**config.mk**
```make
export PLATFORM = sky130hd
export DESIGN_NAME = dcbo_top
export DESIGN_NICKNAME = d
export VERILOG_FILES = /design/src/dcbo_pkg.sv /design/src/dcbo_top.sv /design/src/dcbo_sync.sv
export VERILOG_INCLUDE_DIRS = /design/src
export SDC_FILE = /design/constraint.sdc
export NUM_CORES = 1
export LEC_CHECK = 0
export BUFFER_PORTS_ARGS = -buffer_cell sky130_fd_sc_hd__buf_2
export CORE_ASPECT_RATIO = 0.6
export CORE_UTILIZATION = 50
export DETAILED_ROUTE_END_ITERATION = 12
export PLACE_DENSITY_LB_ADDON = 0.25
export SETUP_SLACK_MARGIN = 0.15
export SLEW_MARGIN = 15
export SYNTH_ARGS = -nofsm -noshare
export SYNTH_HDL_FRONTEND = slang
export SYNTH_SLANG_ARGS = --single-unit
```
**constraint.sdc**
```tcl
create_clock -name i_clk -period 3.31 [get_ports i_clk]
set_clock_uncertainty 0.15 [all_clocks]
set_input_delay 0.1655 -clock i_clk [delete_from_list [all_inputs] [get_ports i_clk]]
set_output_delay 0.1655 -clock i_clk [all_outputs]
set_load 0.1 [all_outputs]
```
**src/dcbo_params.svh**
```systemverilog
// option logic constants: addresses, decodes, timing counts
`ifndef DCBO_PARAMS_SVH
`define DCBO_PARAMS_SVH

// clock
`define DCBO_CLK_NS 5
// register offsets from the base address, in bytes
`define DCBO_OFS_VECTOR 18'h00000
`define DCBO_OFS_BOOT_ERR 18'h00002
// bus base addresses picked by the address-select switches
`define DCBO_BASE_0 18'h3F468
`define DCBO_BASE_1 18'h3F46C
`define DCBO_BASE_2 18'h3E0DC
`define DCBO_BASE_3 18'h3E0E0
`define DCBO_BASE_4 18'h3E0E4
`define DCBO_BASE_5 18'h3E0E8
`define DCBO_BASE_6 18'h3E0EC
`define DCBO_BASE_7 18'h3E0F0
`define DCBO_STD_SEL 3'h0
// reset values and the boot failure code
`define DCBO_VECTOR_RST 16'h0000
`define DCBO_ERR_NONE 16'h0000
`define DCBO_ERR_BOOT 16'h8001
// alternate first-unit decode: all-zero switches mean eight
`define DCBO_FIRST_UNIT_ZERO 4'h8
// narrow dma address mask (18 bits kept)
`define DCBO_NARROW_MASK 22'h03FFFF
// settle cycles after run is released before switches are latched
`define DCBO_SETTLE 2'h3
// boot timeout and burst gaps in their own units
`define DCBO_BOOT_TIMEOUT_S 60
`define DCBO_GAP_SHORT_NS 4000
`define DCBO_GAP_LONG_NS 8000
// cycle counts derived from the clock period (least times round up)
`define DCBO_BOOT_TIMEOUT_CYC \
	((64'd`DCBO_BOOT_TIMEOUT_S * 64'd1000000000) / 64'd`DCBO_CLK_NS)
`define DCBO_GAP_SHORT_CYC \
	11'((`DCBO_GAP_SHORT_NS + `DCBO_CLK_NS - 1) / `DCBO_CLK_NS)
`define DCBO_GAP_LONG_CYC \
	11'((`DCBO_GAP_LONG_NS + `DCBO_CLK_NS - 1) / `DCBO_CLK_NS)

`endif

```
**src/dcbo_pkg.sv**
```systemverilog
// types of the disk controller option logic
package dcbo_pkg;

	typedef enum logic [2:0] {
		ST_HALT,
		ST_SETTLE,
		ST_BOOT,
		ST_RUN,
		ST_FAILED
	} dcbo_fsm_t;

	// option switches as seen after synchronisation
	typedef struct packed {
		logic run_halt_switch;
		logic [2:0] unit_select;
		logic autoboot_enable_switch;
		logic alt_autoboot_switch;
		logic [2:0] addr_select;
		logic wide_address_switch;
		logic burst_gap_switch;
		logic ext_addr_fitted;
	} dcbo_sw_t;

	// pin inputs passed through the synchroniser
	typedef struct packed {
		dcbo_sw_t sw;
		logic grant_in;
	} dcbo_pins_t;

	typedef struct packed {
		dcbo_pins_t s1;
		dcbo_pins_t s2;
	} dcbo_sync_st_t;

	typedef struct packed {
		dcbo_fsm_t fsm;
		logic [1:0] settle;
		dcbo_sw_t sw;
		logic [35:0] boot_timer;
		logic [10:0] gap_cnt;
		logic [15:0] err;
		logic [15:0] vector;
		logic irq_pend;
		logic grant_own;
		logic [15:0] rdata;
		logic ack;
		logic [21:0] dma_addr;
		logic vec_valid;
		logic boot_go;
	} dcbo_state_t;

endpackage

```
**src/dcbo_top.sv**
```systemverilog
// disk controller option logic: autoboot, unit decode, dma options, vector
`timescale 1ns/1ps
`include "dcbo_params.svh"
module dcbo_top #(
	parameter logic [35:0] P_BOOT_TIMEOUT_CYC = 36'(`DCBO_BOOT_TIMEOUT_CYC)
) (
	// clock and reset
	input wire logic i_clk,
	input wire logic i_nrst,
	// option switch and strap pins
	input wire dcbo_pkg::dcbo_sw_t i_switches,
	// host register access
	input wire logic [17:0] i_bus_addr,
	input wire logic i_bus_rd,
	input wire logic i_bus_wr,
	input wire logic [15:0] i_bus_wdata,
	output logic [15:0] o_bus_rdata,
	output logic o_bus_ack,
	// controller core: boot and dma
	input wire logic i_unit_ok,
	input wire logic i_burst_end,
	input wire logic [21:0] i_dma_addr,
	output logic o_boot_req,
	output logic [1:0] o_boot_unit,
	output logic o_boot_go,
	output logic o_host_halt,
	output logic o_ctrl_run,
	output logic [3:0] o_first_unit,
	output logic o_wide_addr,
	output logic [21:0] o_dma_addr,
	output logic o_burst_allow,
	// interrupt request and grant chain
	input wire logic i_int_req,
	input wire logic i_grant_in,
	output logic o_int_request,
	output logic o_grant_out,
	output logic o_vec_valid,
	output logic [15:0] o_int_vector
);

	dcbo_pkg::dcbo_state_t r;
	dcbo_pkg::dcbo_state_t next_r;
	dcbo_pkg::dcbo_pins_t pins_s;
	logic hit_vec;
	logic hit_err;
	logic [17:0] base;

	// base address table, also used by the checks below
	function automatic logic [17:0] base_of(input logic [2:0] sel);
		logic [17:0] b;
		b = `DCBO_BASE_0;
		unique case (sel)
			3'h0: b = `DCBO_BASE_0;
			3'h1: b = `DCBO_BASE_1;
			3'h2: b = `DCBO_BASE_2;
			3'h3: b = `DCBO_BASE_3;
			3'h4: b = `DCBO_BASE_4;
			3'h5: b = `DCBO_BASE_5;
			3'h6: b = `DCBO_BASE_6;
			3'h7: b = `DCBO_BASE_7;
		endcase
		return b;
	endfunction

	// alternate first unit: binary, lowest switch first, zero reads as eight
	function automatic logic [3:0] first_unit_of(input logic [2:0] u);
		return (u == 3'h0) ? `DCBO_FIRST_UNIT_ZERO : {1'b0, u};
	endfunction

	dcbo_sync u_sync (
		.i_clk(i_clk),
		.i_nrst(i_nrst),
		.i_pins({i_switches, i_grant_in}),
		.o_pins(pins_s)
	);

	// address decode against the latched base
	assign base = base_of(r.sw.addr_select);
	assign hit_vec = (i_bus_addr == base + `DCBO_OFS_VECTOR);
	assign hit_err = (i_bus_addr == base + `DCBO_OFS_BOOT_ERR);

	always_comb begin
		next_r = r;
		next_r.ack = 1'b0;
		next_r.vec_valid = 1'b0;
		next_r.boot_go = 1'b0;
		// run/halt switch wins over the state machine, gap and interrupt logic; latched options are kept
		if (pins_s.sw.run_halt_switch) begin
			next_r.fsm = dcbo_pkg::ST_HALT;
			next_r.settle = `DCBO_SETTLE;
			next_r.gap_cnt = '0;
			next_r.irq_pend = 1'b0;
		end else begin
			unique case (r.fsm)
				dcbo_pkg::ST_HALT: begin
					next_r.fsm = dcbo_pkg::ST_SETTLE;
					next_r.settle = `DCBO_SETTLE;
				end
				dcbo_pkg::ST_SETTLE: begin
					// latch once, after the synchroniser has filled
					next_r.settle = r.settle - 2'h1;
					if (r.settle == 2'h0) begin
						next_r.sw = pins_s.sw;
						next_r.err = `DCBO_ERR_NONE;
						next_r.boot_timer = P_BOOT_TIMEOUT_CYC;
						// autoboot only at the standard address, units 0..3
						if ((pins_s.sw.autoboot_enable_switch | pins_s.sw.alt_autoboot_switch)
								&& pins_s.sw.addr_select == `DCBO_STD_SEL
								&& !pins_s.sw.unit_select[2]) begin
							next_r.fsm = dcbo_pkg::ST_BOOT;
						end else begin
							next_r.fsm = dcbo_pkg::ST_RUN;
						end
					end
				end
				dcbo_pkg::ST_BOOT: begin
					// a dead unit never reports ok, so only the timer or the run/halt switch ends this
					if (i_unit_ok) begin
						next_r.fsm = dcbo_pkg::ST_RUN;
						next_r.boot_go = 1'b1;
					end else if (r.boot_timer <= 36'h1) begin
						next_r.fsm = dcbo_pkg::ST_FAILED;
						next_r.err = `DCBO_ERR_BOOT;
					end else begin
						next_r.boot_timer = r.boot_timer - 36'h1;
					end
				end
				dcbo_pkg::ST_RUN, dcbo_pkg::ST_FAILED: begin
				end
				default: next_r.fsm = dcbo_pkg::ST_HALT;
			endcase
			// burst gap: reload on each burst end, counted down to zero
			if (i_burst_end) begin
				next_r.gap_cnt = r.sw.burst_gap_switch ? `DCBO_GAP_LONG_CYC
					: `DCBO_GAP_SHORT_CYC;
			end else if (r.gap_cnt != 11'h000) begin
				next_r.gap_cnt = r.gap_cnt - 11'h001;
			end
			// interrupt: a new request beats the clear made by a grant
			if (pins_s.grant_in && r.irq_pend && !r.grant_own) begin
				next_r.vec_valid = 1'b1;
				next_r.grant_own = 1'b1;
				next_r.irq_pend = 1'b0;
			end
			if (!pins_s.grant_in) begin
				next_r.grant_own = 1'b0;
			end
			if (i_int_req) begin
				next_r.irq_pend = 1'b1;
			end
		end
		// dma address: upper lines forced low unless wide mode is usable
		// mask follows the switches latched on this same edge, so o_wide_addr agrees
		next_r.dma_addr = (next_r.sw.ext_addr_fitted && next_r.sw.wide_address_switch)
			? i_dma_addr : (i_dma_addr & `DCBO_NARROW_MASK);
		// register access; unmapped addresses get no answer, as on the bus
		if (i_bus_wr && hit_vec) begin
			next_r.vector = i_bus_wdata;
			next_r.ack = 1'b1;
		end else if (i_bus_wr && hit_err) begin
			// a failure raised on this same edge outlives the host's clear
			if (next_r.fsm != dcbo_pkg::ST_FAILED || r.fsm == dcbo_pkg::ST_FAILED) begin
				next_r.err = `DCBO_ERR_NONE; // host acknowledges the code
			end
			next_r.ack = 1'b1;
		end else if (i_bus_rd && (hit_vec || hit_err)) begin
			next_r.rdata = hit_err ? r.err : r.vector;
			next_r.ack = 1'b1;
		end
	end

	always_ff @(posedge i_clk or negedge i_nrst) begin
		if (!i_nrst) begin
			r <= '0;
			r.fsm <= dcbo_pkg::ST_HALT;
			r.vector <= `DCBO_VECTOR_RST;
			r.err <= `DCBO_ERR_NONE;
		end else begin
			r <= next_r;
		end
	end

	// outputs
	assign o_bus_rdata = r.rdata;
	assign o_bus_ack = r.ack;
	assign o_boot_req = (r.fsm == dcbo_pkg::ST_BOOT);
	assign o_boot_unit = r.sw.unit_select[1:0];
	assign o_boot_go = r.boot_go;
	assign o_host_halt = (r.fsm == dcbo_pkg::ST_FAILED);
	assign o_ctrl_run = (r.fsm == dcbo_pkg::ST_RUN) || (r.fsm == dcbo_pkg::ST_FAILED);
	assign o_first_unit = first_unit_of(r.sw.unit_select);
	assign o_wide_addr = r.sw.ext_addr_fitted & r.sw.wide_address_switch;
	assign o_dma_addr = r.dma_addr;
	assign o_burst_allow = (r.gap_cnt == 11'h000) && o_ctrl_run;
	assign o_int_request = r.irq_pend;
	// grant passes on unless this board wants it or is holding it
	assign o_grant_out = pins_s.grant_in & !r.irq_pend & !r.grant_own;
	assign o_vec_valid = r.vec_valid;
	assign o_int_vector = r.vector;
endmodule

```
**src/dcbo_sync.sv**
```systemverilog
// two-stage synchroniser for switch and grant pins
`timescale 1ns/1ps
module dcbo_sync (
	// clock and reset
	input wire logic i_clk,
	input wire logic i_nrst,
	// pins in, synchronised copy out
	input wire dcbo_pkg::dcbo_pins_t i_pins,
	output dcbo_pkg::dcbo_pins_t o_pins
);

	dcbo_pkg::dcbo_sync_st_t r;
	dcbo_pkg::dcbo_sync_st_t next_r;

	// first stage feeds only the second
	always_comb begin
		next_r.s1 = i_pins;
		next_r.s2 = r.s1;
	end

	always_ff @(posedge i_clk or negedge i_nrst) begin
		if (!i_nrst) begin
			r <= '0;
		end else begin
			r <= next_r;
		end
	end

	assign o_pins = r.s2;

endmodule

```
=== Yosys cells after proc, flatten, opt, wreduce, memory -nomap -nowiden ===
Memory sizes are Yosys's and may differ from the RTL's.
Index checks and enable logic that the tools add are counted.

* Add/sub/neg operators: 4
* Magnitude comparators: 1
* Equality and inequality tests: 11
* Multiplexer cells: 39
* Bitwise logic cells: 7
* Reductions and logical operators: 30

{| class="wikitable"
|+ Operators by type and width
! operator !! number
|-
| two-way mux 16 bit || 8
|-
| two-way mux 39 bit || 2
|-
| two-way mux 36 bit || 2
|-
| one-hot mux 36 bit (2 select lines) || 1
|-
| two-way mux 11 bit || 4
|-
| equality test 18 bit || 2
|-
| less-or-equal comparator 36 x 1 -> 1 bit (second input constant) || 1
|-
| subtractor 36 x 1 -> 36 bit (second input constant) || 1
|-
| one-hot mux 16 bit (2 select lines) || 1
|-
| two-way mux 22 bit || 1
|-
| adder 18 x 2 -> 18 bit (second input constant) || 1
|-
| two-way mux 3 bit || 4
|-
| one-hot mux 3 bit (4 select lines) || 1
|-
| logical NOT 11 bit || 1
|-
| nonzero test 11 bit || 1
|-
| subtractor 11 x 1 -> 11 bit (second input constant) || 1
|-
| two-way mux 1 bit || 10
|-
| logical AND 1 bit || 9
|-
| logical NOT 3 bit || 3
|-
| nonzero test 3 bit || 3
|-
| != test 2 bit (second input constant) || 4
|-
| equality test 3 x 2 -> 1 bit (second input constant) || 2
|-
| AND reduction 3 bit || 2
|-
| two-way mux 5 bit || 1
|-
| other kinds (17) || 26
|}

* Register bits after elaboration: 162
* Bits in read-only memories: 56
* Word-level logic and storage cells: 129
* Memories: 1

{| class="wikitable"
|+ Memory list
! name !! depth !! width !! rd ports !! clocked after memory_dff !! wr ports !! line !! source
|-
| (no name shown) || 8 || 7 || 1 || 0 || 0 || dcbo_top.sv:52 || <nowiki>unique case (sel)</nowiki>
|}

=== Depth between registers and ports, before layout ===
* Word-level depth: 12
* Gate-level depth with buffers: 10
* Gate-level depth less buffers: 7

=== Modules after synthesis ===
From an unflattened synthesis, not the netlist that was laid out.

* Cells, all modules: 654
* Area total of the unflattened synthesis: 7349.5 um2

{| class="wikitable"
|+ Modules (own cells, without submodules)
! module !! instances !! cells each !! area each (um2) !! sequential area each (um2)
|-
| dcbo_top || 1 || 628 || 6698.9 || 3403.3
|-
| dcbo_sync || 1 || 26 || 650.6 || 650.6
|}

=== Worst setup path before layout ===
OpenSTA, ideal clock, no wires.

* Path kind: register to output
* Start point: register r[138] (netlist bit)
* End point: output port o_burst_allow
* Data arrival time: 3.146 ns
* Slack: -0.151 ns
* Cell stages (with the launch flop): 4
* Path buffers: 0
* Cell sequence: dfrtp_1 nand2b_1 mux2i_1 and3_1

* Longest elaborated chain between the ends: 3
* Elaborated cells on any way between the ends: 4

{| class="wikitable"
|+ RTL lines
! item !! line !! source
|-
| start: declaration || dcbo_top.sv:41 || <nowiki>dcbo_pkg::dcbo_state_t r;</nowiki>
|-
| start signal: assignment || dcbo_top.sv:179 || <nowiki>r <= next_r;</nowiki>
|-
| equality test 3 x 2 -> 1 bit / equality test 3 bit (equally long branches) || dcbo_top.sv:190 || <nowiki>assign o_ctrl_run = (r.fsm == dcbo_pkg::ST_RUN) || (r.fsm == dcbo_pkg::ST_FAILED);</nowiki>
|-
| logical OR 1 bit (*) || dcbo_top.sv:190 ||
|-
| via o_ctrl_run || dcbo_top.sv:27 || <nowiki>output logic o_ctrl_run,</nowiki>
|-
| logical AND 1 bit (*) || dcbo_top.sv:194 || <nowiki>assign o_burst_allow = (r.gap_cnt == 11'h000) && o_ctrl_run;</nowiki>
|-
| end: declaration || dcbo_top.sv:31 || <nowiki>output logic o_burst_allow,</nowiki>
|}

Mark *: on every way through the listed nets, which the timed path passes. The rest lies on a longest branch.

=== Worst setup path after layout ===
* Start point: register r[137] (netlist bit)
* End point: output port o_boot_req

* Longest elaborated chain between the ends: 1

{| class="wikitable"
|+ RTL lines
! item !! line !! source
|-
| equality test 3 x 2 -> 1 bit || dcbo_top.sv:186 || <nowiki>assign o_boot_req = (r.fsm == dcbo_pkg::ST_BOOT);</nowiki>
|-
| end: declaration || dcbo_top.sv:23 || <nowiki>output logic o_boot_req,</nowiki>
|}

Every way passes these cells.

==> results.ini <==
[outcome]
outcome=finished clean

[timing]
finalHoldViolCount=0
timing.hold.ws_ns=0.191
max_freq_ghz=0.364
finalSetupViolations=0
relSlewSlack=0.469
postLayoutSetupSlackWorst_ns=0.562
min_period_ns=2.75
rsz0062_at_grt=false
fin_tns_setup_ns=0
slew_viol_final=0
worst_slew_pin_slew_ns=0.791
fin_crit_sh=0.830

[global_routing]
grt_usage=0.230
grt_start_max_net_pins=87
use_met3=0.0640
grtUsageMet2=0.351
grt-busiest-layer=met2
grt_pass1_vias=5692
grt_use_met1=0.321
grt_overflow=0
grt_first_pass_wirelength_um=28800
antenna_found_initial=0

[cts]
clock_latency_ns=0.42
clk_pin_slew_ns=0.07
cts_setup_buffers=0
cts_max_level=4
clockRootBuffer=clkbuf_16
cts_buffers=17
cts_sinks=162
cts_resized=0
cts_buffer_depth=2
cts_tree=built

[logic_synthesis]
ys_warn_count=0
synth_nets=766
synth_top_family_by_area=simple AND/OR/NAND/NOR gates
netlist-cell-type-count=57
async_reset_ff_frac=1.00
synth_compound_area_frac=0.0904
yosys-mux-area-fraction=0.125
syn_inst=683
synth_edf_count=0
synth_top_cell_area_share=0.516
synth_xor_area_frac=0.0100
yosysTopAreaCell=dfrtp_1
ys.flop_type=dfrtp_1
synth_area_um2=7850
synth_seq_cells=162
synth_area_leaders=dfrtp_1, buf_4, mux2_2, mux2_4, mux2i_1
syn_area_per_cell_um2=11.5
ys_seq_area_frac=0.516
synthAdderAreaFrac=0.0112
synth-simple-area-share=0.160

[finish]
fin_area_um2=9530
seqCellArea_um2=4050
fillCellCount=1191
final_cells=1050
diodes=0
multi_input_area_um2=3120
area_growth_syn_to_layout_pct=21.4
final_nets=917
drive_above_1_share=0.316

[placement]
place_area_um2=8410
io_buffers=145
place_inst=961
post-dp-hpwl_um=12000
place_congestion=0.880
pre_cts_ws_ns=0.562

[route]
wire_per_inst_um=16.9
drt_pre_antenna_iters=5
detail_route.iter0.violations=425
drt-total-wl_um=17800
viasPerCell=5.45
ant_nets=0
vias=5720
drc=0

[flow_run]
max_cap_viol_count=0

[floorplan]
io_pins=146
rows=35
start_util=0.512
die_h_um=99.1
dieArea_um2=16200
coreArea_um2=15300
fp.dieW_um=164

[worst_setup_path]
crit_arrival_ns=2.43
crit_path_end_kind=primary output
r2r_cells=6
cp-start-kind=flop
crit_type=flop to primary output
cp.required_ns=2.99
cp_max_fo=28

[power]
p_leak_nw=4.59
powerDensity_nw_per_um2=487
vdd_ir_drop_max_mv=0.341

[worst_hold_path]
whs_path_depth=0
holdCritPathClass=flop to flop

-- cells by family (layout without fill, tap and decap cells) --
group                    after synthesis  after routing
AND/OR/NAND/NOR                      216            216
flip-flops                           162            162
buffers and inverters                117            281
AO/OA/AOI/OAI                         89             89
multiplexers                          83             83
XOR/XNOR                               9              9
adder cells (fa/ha/maj)                7              7
-- flip-flops by register name, indices dropped and copies added, names as in the netlist --
name           count
o_boot_go          1
o_boot_unit        2
o_bus_ack          1
o_bus_rdata       16
o_dma_addr        22
o_int_request      1
o_int_vector      16
o_vec_valid        1
r                 76
u_sync.next_r     13
u_sync.o_pins     13
-- area by class of cell --
type                            instances  share of cell area
Clock buffer                           19              0.0454
Tap cell                              203              0.0267
Clock inverter                         13              0.0122
Timing Repair Buffer                  221               0.152
Inverter                               28              0.0110
Sequential cell                       162               0.426
Multi-Input combinational cell        404               0.327
-- critical path, stage by stage (launching register included) --
cell,delay [ns]
dfrtp_1,0.45
nand2b_1,0.15
or2_2,0.21
clkinv_1,0.64
buf_2,0.55
-- timing repair --
| action | in CTS | in global routing |
|---|---|---|
| hold buffers | 57 | 0 |
| hold endpoints to repair | 143 | 0 |
| endpoints found under the setup margin | 0 | 0 |
-- layout by cell type (no fill, tap or decap), types with 5 or more instances in the layout --
master         netlist  final
nor4_1              13     13
nor3_1              18     18
o31ai_1             10     10
or4_1                7      7
mux2i_1             25     24
mux2_4              20     20
a221oi_1             8      8
nor2_1              27     27
buf_4               58     19
xnor2_1              5      5
and3_1               5      5
o21ai_0              8      8
mux2_2              38     38
nand2_1             42     41
nand2b_1            30     30
a2111oi_0           13     13
a211oi_1            17     17
clkbuf_16            0     17
or3_1                8      8
a21oi_1              9      9
and2_1               6      6
inv_6                0      5
dlygate4sd3_1        0     57
nor3b_1             16     16
nand4_1             10     10
buf_2                9    144
nand3_1             14     14
dfrtp_1            162    162
ha_1                 7      7
inv_1               27     27
-- path summary, 6_finish.rpt --
kind	endpoint	slack, ns	startpoint
worst max register to register	r[109]	0.58	r[137]
worst min register to register	u_sync.o_pins[12]	0.19	u_sync.next_r[12]
min in group asynchronous	o_dma_addr[12]	0.20	i_nrst
max in group asynchronous	o_bus_rdata[11]	1.84	i_nrst
worst max-delay path	o_boot_req	0.56	r[137]
worst min-delay path	u_sync.o_pins[12]	0.19	u_sync.next_r[12]
-- synthesized netlist by cell type (3+ instances only) --
| cell type | instances |
|---|---|
| xor2_1 | 4 |
| nor3_1 | 18 |
| mux2_4 | 20 |
| nor4_1 | 13 |
| clkbuf_1 | 20 |
| buf_2 | 9 |
| o31ai_1 | 10 |
| nand3_1 | 14 |
| a2111oi_0 | 13 |
| inv_1 | 27 |
| nor3b_1 | 16 |
| mux2_2 | 38 |
| a21o_1 | 4 |
| and2_1 | 6 |
| and3_1 | 5 |
| or2_2 | 3 |
| nand2_1 | 42 |
| ha_1 | 7 |
| xnor2_1 | 5 |
| a211oi_1 | 17 |
| a31o_2 | 3 |
| or3_1 | 8 |
| buf_4 | 58 |
| a21oi_1 | 9 |
| and4_1 | 4 |
| nor2_1 | 27 |
| dfrtp_1 | 162 |
| nand4_1 | 10 |
| nand2b_1 | 30 |
| mux2i_1 | 25 |
| or4_1 | 7 |
| a221oi_1 | 8 |
| o21ai_0 | 8 |
-- layer usage --
metal | part of all wire | wire (um)
met3 | 0.065 | 1160
met4 | 0.010 | 180
met5 | 0 | 0
met2 | 0.46 | 8230
met1 | 0.46 | 8220
-- metrics by stage --
stage	utilization	total power [W]
after floorplan	-	0.00260
after global placement	0.548	0.00274
after detailed placement	0.548	0.00277
after CTS	0.621	0.00467
after global routing	0.621	0.00485
final	0.621	0.00464
-- where the power goes --
group          total, W  switching, W  internal (W)
combinational  0.000605      0.000377      0.000228
clock           0.00185      0.000865      0.000989
sequential      0.00218     0.0000983       0.00208
total           0.00464       0.00134       0.00330
(Power assumes the default switching activity.)
